$ cat config.mk
export PLATFORM = sky130hd
export DESIGN_NAME = iap_flash_ctrl
export DESIGN_NICKNAME = d
export VERILOG_FILES = /design/src/rtl/iap_pkg.sv /design/src/rtl/iap_flash_ctrl.sv /design/src/rtl/iap_page_buffer.sv
export SDC_FILE = /design/constraint.sdc
export NUM_CORES = 1
export LEC_CHECK = 0
export ABC_AREA = 1
export BUFFER_PORTS_ARGS = -buffer_cell sky130_fd_sc_hd__buf_2
export CAP_MARGIN = 20
export CELL_PAD_IN_SITES_DETAIL_PLACEMENT = 1
export CELL_PAD_IN_SITES_GLOBAL_PLACEMENT = 2
export CORE_ASPECT_RATIO = 0.8
export CORE_MARGIN = 1
export CORE_UTILIZATION = 42
export DETAILED_ROUTE_END_ITERATION = 6
export PLACE_DENSITY = 0.9
export SETUP_SLACK_MARGIN = 0.2
export SYNTH_ARGS = -nofsm -noshare
export SYNTH_HDL_FRONTEND = slang
export SYNTH_SLANG_ARGS = --single-unit
$ cat constraint.sdc
create_clock -name clk_sys -period 3.1 [get_ports clk_sys]
set_clock_uncertainty 0.05 [all_clocks]
set_input_delay 0.155 -clock clk_sys [delete_from_list [all_inputs] [get_ports clk_sys]]
set_output_delay 0.155 -clock clk_sys [all_outputs]
set_load 0.03 [all_outputs]
$ cat src/rtl/iap_pkg.sv
// Constants for the in-application flash programming controller
package iap_pkg;
  // ==========================================================
  // Register indices
  localparam logic [3:0] REG_CTRL_MAIN = 4'h0;
  localparam logic [3:0] REG_RESET_PAT = 4'h1;
  localparam logic [3:0] REG_CTRL_AUX = 4'h2;
  localparam logic [3:0] REG_ADDR_LOW = 4'h3;
  localparam logic [3:0] REG_ADDR_HIGH = 4'h4;
  localparam logic [3:0] REG_D0L = 4'h5;
  localparam logic [3:0] REG_D0H = 4'h6;
  localparam logic [3:0] REG_D1L = 4'h7;
  localparam logic [3:0] REG_D1H = 4'h8;
  localparam logic [3:0] REG_D2L = 4'h9;
  localparam logic [3:0] REG_D2H = 4'ha;
  localparam logic [3:0] REG_D3L = 4'hb;
  localparam logic [3:0] REG_D3H = 4'hc;
  // ==========================================================
  // Control main and aux bit positions
  localparam int BIT_EWEN = 7;
  localparam int BIT_MODE_HI = 6;
  localparam int BIT_MODE_LO = 4;
  localparam int BIT_UNLOCK = 3;
  localparam int BIT_WSTART = 2;
  localparam int BIT_RPERMIT = 1;
  localparam int BIT_RSTART = 0;
  localparam int BIT_PTSEL = 1;
  localparam int BIT_CLRREQ = 0;
  // ==========================================================
  // Modes and constants
  localparam logic [2:0] MODE_WRITE = 3'h0;
  localparam logic [2:0] MODE_ERASE = 3'h1;
  localparam logic [2:0] MODE_READ = 3'h3;
  localparam logic [2:0] MODE_UNLOCK = 3'h6;
  localparam logic [7:0] CHIP_RESET_KEY = 8'h55;
  localparam logic [4:0] LAST_WORD = 5'h1f;
  localparam logic [7:0] RESET_BYTE = 8'h00;
  localparam int PAGE_WORDS = 32;
  // ==========================================================
  // Timing
  localparam int CLK_MHZ = 125;
  localparam int ERASE_US_0 = 3200;
  localparam int WRITE_US_0 = 2200;
  localparam int ERASE_US_1 = 3700;
  localparam int WRITE_US_1 = 3000;
  localparam int ERASE_CYC_0 = ERASE_US_0 * CLK_MHZ;
  localparam int WRITE_CYC_0 = WRITE_US_0 * CLK_MHZ;
  localparam int ERASE_CYC_1 = ERASE_US_1 * CLK_MHZ;
  localparam int WRITE_CYC_1 = WRITE_US_1 * CLK_MHZ;
  localparam int UNLOCK_CYC = 1024;
  localparam int READ_CYC = 2;
  typedef enum logic [4:0] {
    ST_IDLE = 5'b00001,
    ST_WRITE = 5'b00010,
    ST_ERASE = 5'b00100,
    ST_READ = 5'b01000,
    ST_CLEAR = 5'b10000
  } op_state_t;
endpackage : iap_pkg

$ cat src/rtl/iap_flash_ctrl.sv
// In-application flash erase, write and read sequencer
`timescale 1ns/1ps
module iap_flash_ctrl #(
  parameter int ERASE_CYCLES_0 = iap_pkg::ERASE_CYC_0,
  parameter int WRITE_CYCLES_0 = iap_pkg::WRITE_CYC_0,
  parameter int ERASE_CYCLES_1 = iap_pkg::ERASE_CYC_1,
  parameter int WRITE_CYCLES_1 = iap_pkg::WRITE_CYC_1,
  parameter int UNLOCK_CYCLES = iap_pkg::UNLOCK_CYC,
  parameter logic [15:0] KEY1 = 16'h1234,
  parameter logic [15:0] KEY2 = 16'h5678,
  parameter logic [15:0] KEY3 = 16'h9abc
) (
  input wire logic clk_sys,
  input wire logic rst,
  input wire logic reg_wr,
  input wire logic [3:0] reg_addr,
  input wire logic [7:0] reg_wdata,
  output logic [7:0] reg_rdata,
  output logic cpu_halt,
  output logic chip_reset,
  output logic [12:0] flash_addr,
  output logic [15:0] flash_wdata,
  output logic flash_prog,
  output logic flash_erase,
  output logic flash_read,
  input wire logic [15:0] flash_rdata
);
  // ==========================================================
  // Registers
  logic ewen, unlock, wstart, rpermit, rstart, ptsel, clrreq;
  logic [2:0] mode;
  logic [7:0] reset_pat;
  logic [12:0] faddr;
  logic [15:0] dw [4];
  logic [31:0] timer;
  logic [31:0] utimer;
  logic [4:0] widx;
  logic [4:0] next_widx;
  logic [12:0] next_faddr;
  logic [2:0] key_step;
  iap_pkg::op_state_t st;
  logic [15:0] buf_data;
  logic buf_tag;

  function automatic logic [12:0] bump(input logic [12:0] a);
    if (a[4:0] == iap_pkg::LAST_WORD) begin
      return a;
    end
    return a + 13'h0001;
  endfunction : bump

  // ==========================================================
  // Decode
  wire wr_main = reg_wr && (reg_addr == iap_pkg::REG_CTRL_MAIN);
  wire wr_aux = reg_wr && (reg_addr == iap_pkg::REG_CTRL_AUX);
  wire wr_d0h = reg_wr && (reg_addr == iap_pkg::REG_D0H);
  wire idle = (st == iap_pkg::ST_IDLE);
  wire buf_load = wr_d0h && ewen;
  wire [15:0] d0_pair = {reg_wdata, dw[0][7:0]};
  wire [15:0] prog_word = buf_tag ? buf_data : 16'h0000;
  wire start_wr = idle && wstart && ewen && (mode == iap_pkg::MODE_WRITE);
  wire start_er = idle && wstart && ewen && (mode == iap_pkg::MODE_ERASE);
  wire start_rd = idle && rstart && rpermit && (mode == iap_pkg::MODE_READ);
  wire [31:0] prog_len = ptsel ? 32'(WRITE_CYCLES_1) : 32'(WRITE_CYCLES_0);
  wire [31:0] erase_len = ptsel ? 32'(ERASE_CYCLES_1) : 32'(ERASE_CYCLES_0);
  wire timer_done = (timer == 32'h0000_0001);
  wire write_word_done = (st == iap_pkg::ST_WRITE) && timer_done;
  wire unlock_ok = unlock && (key_step == 3'h3);
  assign next_faddr = bump(faddr);
  assign next_widx = widx + 5'h01;

  iap_page_buffer #(.WORDS(iap_pkg::PAGE_WORDS), .AW(5)) u_buf (
    .clk_sys(clk_sys),
    .rst(rst),
    .wr_en(buf_load),
    .wr_idx(faddr[4:0]),
    .wr_data(d0_pair),
    .clear(clrreq || write_word_done),
    .rd_idx(widx),
    .rd_data(buf_data),
    .rd_tag(buf_tag)
  );

  // ==========================================================
  // Control register
  always_ff @(posedge clk_sys) begin
    if (rst) begin
      ewen <= 1'b0;
      mode <= 3'h0;
      unlock <= 1'b0;
      wstart <= 1'b0;
      rpermit <= 1'b0;
      rstart <= 1'b0;
    end else begin
      if (wr_main) begin
        mode <= reg_wdata[iap_pkg::BIT_MODE_HI:iap_pkg::BIT_MODE_LO];
        rpermit <= reg_wdata[iap_pkg::BIT_RPERMIT];
      end
      if (unlock_ok) begin
        ewen <= 1'b1;
      end else if (wr_main && !reg_wdata[iap_pkg::BIT_EWEN]) begin
        ewen <= 1'b0;
      end
      if (unlock && (utimer == 32'h0000_0001 || unlock_ok)) begin
        unlock <= 1'b0;
      end else if (wr_main && reg_wdata[iap_pkg::BIT_UNLOCK]
                   && reg_wdata[iap_pkg::BIT_MODE_HI:iap_pkg::BIT_MODE_LO]
                      == iap_pkg::MODE_UNLOCK) begin
        unlock <= 1'b1;
      end
      if (write_word_done
          || (st == iap_pkg::ST_ERASE && timer_done)
          || (idle && wstart && !(start_wr || start_er))) begin
        wstart <= 1'b0;
      end else if (wr_main && reg_wdata[iap_pkg::BIT_WSTART]) begin
        wstart <= 1'b1;
      end
      if ((st == iap_pkg::ST_READ && timer_done) || (idle && rstart && !start_rd)) begin
        rstart <= 1'b0;
      end else if (wr_main && reg_wdata[iap_pkg::BIT_RSTART]) begin
        rstart <= 1'b1;
      end
    end
  end

  // ==========================================================
  // Aux, reset pattern, address, data
  always_ff @(posedge clk_sys) begin
    if (rst) begin
      ptsel <= 1'b0;
      clrreq <= 1'b0;
      reset_pat <= iap_pkg::RESET_BYTE;
      faddr <= '0;
      chip_reset <= 1'b0;
    end else begin
      chip_reset <= reg_wr && reg_addr == iap_pkg::REG_RESET_PAT
                    && reg_wdata == iap_pkg::CHIP_RESET_KEY;
      if (reg_wr && reg_addr == iap_pkg::REG_RESET_PAT) begin
        reset_pat <= reg_wdata;
      end
      if (wr_aux) begin
        ptsel <= reg_wdata[iap_pkg::BIT_PTSEL];
        clrreq <= reg_wdata[iap_pkg::BIT_CLRREQ];
      end else if (clrreq) begin
        clrreq <= 1'b0;
      end
      if (reg_wr && reg_addr == iap_pkg::REG_ADDR_LOW) begin
        faddr[7:0] <= reg_wdata;
      end else if (reg_wr && reg_addr == iap_pkg::REG_ADDR_HIGH) begin
        faddr[12:8] <= reg_wdata[4:0];
      end else if (buf_load) begin
        faddr <= next_faddr;
      end
    end
  end

  always_ff @(posedge clk_sys) begin
    if (rst) begin
      dw[0] <= '0;
      dw[1] <= '0;
      dw[2] <= '0;
      dw[3] <= '0;
    end else if (st == iap_pkg::ST_READ && timer_done) begin
      dw[0] <= flash_rdata;
    end else if (reg_wr && reg_addr >= iap_pkg::REG_D0L && reg_addr <= iap_pkg::REG_D3H) begin
      if (reg_addr[0]) begin
        dw[2'((reg_addr - iap_pkg::REG_D0L) >> 1)][7:0] <= reg_wdata;
      end else begin
        dw[2'((reg_addr - iap_pkg::REG_D0L) >> 1)][15:8] <= reg_wdata;
      end
    end
  end

  // ==========================================================
  // Unlock key sequence and timer
  always_ff @(posedge clk_sys) begin
    if (rst || !unlock) begin
      key_step <= 3'h0;
      utimer <= 32'(UNLOCK_CYCLES);
    end else begin
      utimer <= utimer - 32'h0000_0001;
      if (reg_wr && reg_addr == iap_pkg::REG_D1H && key_step == 3'h0
          && {reg_wdata, dw[1][7:0]} == KEY1) begin
        key_step <= 3'h1;
      end else if (reg_wr && reg_addr == iap_pkg::REG_D2H && key_step == 3'h1
                   && {reg_wdata, dw[2][7:0]} == KEY2) begin
        key_step <= 3'h2;
      end else if (reg_wr && reg_addr == iap_pkg::REG_D3H && key_step == 3'h2
                   && {reg_wdata, dw[3][7:0]} == KEY3) begin
        key_step <= 3'h3;
      end
    end
  end

  // ==========================================================
  // Operation sequencer
  always_ff @(posedge clk_sys) begin
    if (rst) begin
      st <= iap_pkg::ST_IDLE;
      timer <= '0;
      widx <= '0;
    end else begin
      case (st)
        iap_pkg::ST_IDLE: begin
          widx <= '0;
          if (start_wr) begin
            st <= iap_pkg::ST_WRITE;
            timer <= prog_len;
          end else if (start_er) begin
            st <= iap_pkg::ST_ERASE;
            timer <= erase_len;
          end else if (start_rd) begin
            st <= iap_pkg::ST_READ;
            timer <= 32'(iap_pkg::READ_CYC);
          end
        end
        iap_pkg::ST_WRITE: begin
          timer <= timer - 32'h0000_0001;
          widx <= (widx == iap_pkg::LAST_WORD) ? widx : next_widx;
          if (timer_done) begin
            st <= iap_pkg::ST_CLEAR;
          end
        end
        iap_pkg::ST_ERASE, iap_pkg::ST_READ: begin
          timer <= timer - 32'h0000_0001;
          if (timer_done) begin
            st <= iap_pkg::ST_IDLE;
          end
        end
        iap_pkg::ST_CLEAR: begin
          st <= iap_pkg::ST_IDLE;
        end
        default: begin
          st <= iap_pkg::ST_IDLE;
        end
      endcase
    end
  end

  // ==========================================================
  // Flash array strobes and CPU stall
  always_ff @(posedge clk_sys) begin
    if (rst) begin
      flash_addr <= '0;
      flash_wdata <= '0;
      flash_prog <= 1'b0;
      flash_erase <= 1'b0;
      flash_read <= 1'b0;
    end else begin
      flash_addr <= (st == iap_pkg::ST_READ) ? faddr : {faddr[12:5], widx};
      flash_wdata <= prog_word;
      flash_prog <= start_wr;
      flash_erase <= start_er;
      flash_read <= start_rd;
    end
  end
  assign cpu_halt = !idle;

  // ==========================================================
  // Read-back
  always_comb begin
    reg_rdata = 8'h00;
    if (reg_addr == iap_pkg::REG_CTRL_MAIN) begin
      reg_rdata = {ewen, mode, unlock, wstart, rpermit, rstart};
    end else if (reg_addr == iap_pkg::REG_RESET_PAT) begin
      reg_rdata = reset_pat;
    end else if (reg_addr == iap_pkg::REG_CTRL_AUX) begin
      reg_rdata = {6'h00, ptsel, clrreq};
    end else if (reg_addr == iap_pkg::REG_ADDR_LOW) begin
      reg_rdata = faddr[7:0];
    end else if (reg_addr == iap_pkg::REG_ADDR_HIGH) begin
      reg_rdata = {3'h0, faddr[12:8]};
    end else if (reg_addr >= iap_pkg::REG_D0L && reg_addr <= iap_pkg::REG_D3H) begin
      reg_rdata = reg_addr[0] ? dw[2'((reg_addr - iap_pkg::REG_D0L) >> 1)][7:0]
                              : dw[2'((reg_addr - iap_pkg::REG_D0L) >> 1)][15:8];
    end
  end
endmodule : iap_flash_ctrl

$ cat src/rtl/iap_page_buffer.sv
// Page write buffer with per-word valid tags
`timescale 1ns/1ps
module iap_page_buffer #(
  parameter int WORDS = 32,
  parameter int AW = 5
) (
  input wire logic clk_sys,
  input wire logic rst,
  input wire logic wr_en,
  input wire logic [AW-1:0] wr_idx,
  input wire logic [15:0] wr_data,
  input wire logic clear,
  input wire logic [AW-1:0] rd_idx,
  output logic [15:0] rd_data,
  output logic rd_tag
);
  logic [15:0] mem [WORDS];
  logic [WORDS-1:0] tag;
  always_ff @(posedge clk_sys) begin
    if (wr_en) begin
      mem[wr_idx] <= wr_data;
    end
  end
  always_ff @(posedge clk_sys) begin
    if (rst || clear) begin
      tag <= '0;
    end else if (wr_en) begin
      tag[wr_idx] <= 1'b1;
    end
  end
  assign rd_data = mem[rd_idx];
  assign rd_tag = tag[rd_idx];
endmodule : iap_page_buffer

# After elaboration in Yosys (flattened, before gate mapping)
# Memory sizes are Yosys's and may differ from the RTL's. A register that Yosys moved wholly into a read port is not among the register bits.
# Index checks and enable logic that the tools add are counted.
[op_classes]
n_eq_ne = 33
order_cmp = 5
reduce_logical = 77
n_addsub = 5
n_bitwise = 5
muxes = 58
[op_table]
columns = ["op", "count"]
rows = [
  ["2-to-1 mux 32 bit", 3],
  ["2-to-1 mux 8 bit", 9],
  ["== test 32 x 1 -> 1 bit (second input constant)", 2],
  ["one-hot mux 32 bit (2 select lines)", 1],
  ["subtractor 32 x 1 -> 32 bit (second input constant)", 2],
  ["logical AND 1 bit", 40],
  ["2-to-1 mux 5 bit", 8],
  ["2-to-1 mux 17 bit", 2],
  ["2-to-1 mux 16 bit", 2],
  ["bitwise OR 32 bit", 1],
  ["2-to-1 mux 13 bit", 2],
  ["2-to-1 mux 1 bit", 23],
  ["== test 16 x 13 -> 1 bit (second input constant)", 1],
  ["== test 16 x 15 -> 1 bit (second input constant)", 1],
  ["== test 16 bit (second input constant)", 1],
  ["OR reduction 16 bit", 1],
  ["one-hot mux 5 bit (3 select lines)", 1],
  ["OR reduction 2 bit", 7],
  ["adder 13 x 1 -> 13 bit (second input constant)", 1],
  ["== test 4 bit (second input constant)", 3],
  ["< comparator 5 x 6 -> 1 bit (second input constant)", 2],
  ["nonzero test 2 bit", 6],
  ["== test 5 bit (second input constant)", 2],
  ["one-hot mux 5 bit (2 select lines)", 1],
  ["other kinds (34)", 61],
]
[word_totals]
wordCells = 208
output_inout_bits = 42
ff_bits = 156
input_bits = 31
memories = 2
ram_bits = 576
[mem_list]
columns = ["memory", "depth", "word_bits", "rd", "rd_clocked_by_memory_dff", "write_ports", "line", "source"]
rows = [
  ["u_buf.mem", 32, 16, 1, 1, 1, "iap_page_buffer.sv:17", "logic [15:0] mem [WORDS];"],
  ["dw", 4, 16, 5, 0, 4, "iap_flash_ctrl.sv:34", "logic [15:0] dw [4];"],
]

# Longest topological paths before layout
[depth]
ltp_word = 9
mapped_depth = 15
depth_no_buf = 14

# Cells and area by module
# From an unflattened synthesis, not the netlist that was laid out.
[hier_totals]
hier_cells = 3444
area_unflattened_um2 = 32738.9
[modules_own_cells]
columns = ["mod", "cells_per_inst", "seq_area_each_um2", "area_per_inst_um2", "instances"]
rows = [
  ["iap_page_buffer", 1973, 16015.4, 22051.1, 1],
  ["iap_flash_ctrl", 1471, 4724.5, 10687.8, 1],
]

# Worst setup path after synthesis
# OpenSTA, ideal clock, no wires.
[synth_path]
path_type = "input port to flip-flop"
startpoint = "input reg_addr[0]"
endpoint = "memory dw[3][0], enable pin"
required_ps = 2665
setup_time_ps = 385
path_buffers = 2
arrival_time_ps = 2415
setup_slack_ps = 250
cell_stages = 9
path_cell_list = "buf_2 > clkinv_1 > ha_1 > inv_2 > clkbuf_1 > nand2_2 > inv_2 > nand2_1 > a21boi_0"
[synth_rtl]
columns = ["item", "line", "source"]
rows = [
  ["start: declaration", "iap_flash_ctrl.sv:16", "input wire logic [3:0] reg_addr,"],
  ["end: declaration", "iap_flash_ctrl.sv:34", ""],
]

# Final worst setup path
[layout_path]
startpoint = "register widx[2]"
endpoint = "register flash_wdata[5] (read register of u_buf.mem)"
[layout_via]
elab_chain_len = 4
[layout_rtl]
columns = ["item", "line", "source"]
rows = [
  ["start: declaration", "iap_flash_ctrl.sv:37", "logic [4:0] widx;"],
  ["start signal: assignment", "iap_flash_ctrl.sv:219", "widx <= (widx == iap_pkg::LAST_WORD) ? widx : next_widx;"],
  ["binary-select mux 1 bit (select 5 bit)", "iap_page_buffer.sv:32", "assign rd_tag = tag[rd_idx];"],
  ["2-to-1 mux 1 bit (implied by the code)", "iap_page_buffer.sv:32", ""],
  ["inverter 1 bit (no line)", "n/a", ""],
  ["OR reduction 2 bit (no line)", "n/a", ""],
  ["end: declaration", "iap_flash_ctrl.sv:22", "output logic [15:0] flash_wdata,"],
]
# Several ways; a longest one is shown, not always the timed one. The select of a mux whose other input is x is not followed.
# A chain may end at the register's enable or synchronous reset.

==> results.txt <==
Row Count -> 90
Combinational group share of total power -> 13.6%
Peak supply drop -> 0.000487 V
Max incr delay on CP -> 0.64 ns
Worst slew pin tran -> 1.03 ns
CTS Sinks -> 748
Slew Limit Fails -> 0
Drt via density -> 5.70
Post-Layout Cell Count -> 4,321
Crit-path slowest cell -> dfxtp_4
# DRC -> 0
Worst endpoint required time -> 3.57 ns
Most frequent cells in the layout -> 688 x nor2_1, 576 x edfxtp_1, 371 x o21ai_0
Flop pwr share -> 45.2%
Fmax -> 370 MHz
Final setup TNS -> 0 ns
DIE WIDTH -> 311 um
Fraction of layout instances using a drive strength above 1 -> 12.1%
Worst-path clk slew -> 0.06 ns
Die H -> 249 um
Net Sw Frac -> 27.1%
Clock Root Buffer -> clkbuf_16
Worst-path maximum fanout -> 26
Netlist Area Pre-Place -> 32,000 um^2
DP Cell Count -> 4,155
Final net count -> 3,292
WL per Instance -> 24.4 um
Post-synth EDFFs -> 576
Sequential fraction of the synthesis area -> 64.7%
Pleak -> 0.0133 uW
Fin area -> 36,900 um^2
Synthesized instance count -> 3,120
Antenna cell count -> 0
Port bufs -> 72
RSZ-0062 raised after global routing -> false
Commonest non-fill, non-tap cell in the layout -> nor2_1
GRT overflow -> 0
Max clock buf depth -> 3
Crit path cell chain -> inv_2 -> buf_4 -> o31ai_1 -> nand3_1 -> nand3_2 -> nor2_1
Kind of end point of the critical path -> flip-flop
Status -> finished clean
CTS tree -> yes
Total iterations of the first detailed-routing run -> 6
Final hold vios -> 0
Ys async rst share -> 0%
Worst setup SP type -> flip-flop
RD Place Congestion -> 0.911
Synth Register Bits -> 748
WS Path Type -> reg2reg
Core area -> 75,400 um^2
PD cells -> 663 nW/um^2
DP Area -> 33,900 um^2
Max_cap viols -> 0
Predominant post-synthesis flop cell -> edfxtp_1
YS warnings -> 0
H-Tree Level Count -> 3
Final Setup Violations -> 0
Slew HR -> 30.9%
Post-route ant nets -> 0
HPWL Detailed -> 67,700 um
Final critical-path share of the clock period -> 87.1%
Int Power -> 17,800 uW
Synthesized Nets -> 3,167
Hold Crit Class -> in2reg
Switch Pwr -> 6610 uW
Die ar. -> 77,400 um^2
Clk pwr share -> 41.2%
Fin crit period -> 2.70 ns
Critical path arrival -> 3.17 ns
Starting DRT DRC Count -> 2,366
Initial Util -> 42.5%
Total CTS buffers -> 77
Io pins -> 73
Initial antenna violation count -> 4
Syn avg cell area -> 10.3 um^2
Routed WL -> 105,000 um
Routed vias -> 24,600
GRT Overall Usage -> 27.1%
Largest net degree at the start of global routing -> 120
Vias in the first global route -> 25,500
Post-CTS Setup Bufs -> 0
Worst-Skew Late Latency -> 0.65 ns
Synth cell types -> 50
First-pass GRT wire length -> 159,000 um
P&R area growth vs syn -> 15.1%
-- worst max-delay path: cells and delay by family, from the launching register on --
family	cells	cell delay, ns
compound gates	1	0.49
buf+inv	2	0.72
flops	1	0.64
simple gates	3	0.66
-- area by class of cell --
type	count	area, um^2
Clock buffer	100	2110
Clock inverter	43	601
Fill cell	8294	38600
Inverter	229	867
Multi-Input combinational cell	1988	9830
Sequential cell	748	20800
Tap cell	1012	1270
Timing Repair Buffer	201	1450
-- state kept, by name, summed over array words and instances (netlist names), 2 cells and up --
name	cells
flash_wdata	16
timer	32
utimer	32
widx	5
st	5
faddr	13
flash_addr	13
reset_pat	8
key_step	2
u_buf.tag	32
dw	64
u_buf.mem	512
mode	3
-- power by group through the flow --
stage	Combinational, uW	Clock, uW	Sequential (uW)
5_1_grt	3720	10600	11100
3_5_place_dp	3250	0	11300
6_report	3320	10100	11100
4_1_cts	3300	10200	11000
3_3_place_gp	3180	0	11300
2_1_floorplan	2220	0	11300
-- synthesized netlist by cell type, types with 3 or more instances --
library cell	number	area share (%)
o21a_1	3	0.070
nand3_2	3	0.094
o31ai_1	5	0.12
o221ai_1	67	1.8
clkbuf_1	95	1.1
o22ai_2	10	0.39
ha_1	16	0.62
a211oi_1	5	0.12
nand2_1	294	3.4
o21ai_1	22	0.34
edfxtp_1	576	54
xor2_1	15	0.41
nor2_2	9	0.18
inv_1	209	2.4
nor3b_1	5	0.12
nor3_1	35	0.55
buf_2	36	0.56
nor2_4	7	0.25
nor4_1	8	0.16
nand4_4	6	0.40
buf_4	14	0.33
o21ai_0	371	5.8
buf_1	9	0.11
nand3_1	161	2.5
a21oi_1	97	1.5
o22ai_1	6	0.12
or2_2	7	0.14
nand3b_1	3	0.070
o211ai_1	64	1.5
clkinv_1	3	0.035
a31oi_1	8	0.16
inv_2	17	0.20
nor2_1	714	8.4
dfxtp_1	172	11
nand4_1	21	0.41
nand2_2	5	0.098
xnor2_1	6	0.16
-- cell families after synthesis --
kind of cell,share of synthesized area (%)
adders and majority gates,0.625
buffers and inverters,4.83
AOI/OAI and AO/OA,12.2
and+or+nand+nor,17.0
DFF,64.7
xor gates and xnor gates,0.625
-- through the flow --
step | worst slack (ns) | hold slack, ns | total power (uW) | utilization [%]
global route | 0.275 | 0.0946 | 25300 | 48.9
detailed placement | 0.441 | 0.392 | 14500 | 45.0
global placement | 0.531 | 0.381 | 14400 | 45.0
CTS | 0.385 | 0.000165 | 24500 | 48.9
finish | 0.399 | 0.0821 | 24400 | 48.9
floorplan | 0.250 | 0.204 | 13500 | -
-- worst paths after layout --
check                   start             end  slack [ns]  cells past startpoint
setup reg to reg      widx[2]  flash_wdata[5]        0.40                      6
hold / removal    reg_addr[2]     key_step[0]        0.08                      7
setup / recovery      widx[2]  flash_wdata[5]        0.40                      6
hold reg to reg     utimer[0]       utimer[0]        0.40                      1
-- what timing repair did --
action                     CTS  global route
hold endpoints to repair    30             2
hold buffers                22             1
setup endpoints to repair    0            12
resized for setup            0             1
-- per-layer routing --
metal	vias up	track usage (%)	part of all wire, %
li1	11100	-	-
met1	12500	36.7	43
met2	821	44.0	47
met3	187	5.04	6.7
met4	2	8.56	3.0
met5	-	0	0.0085
(Power assumes the default switching activity.)
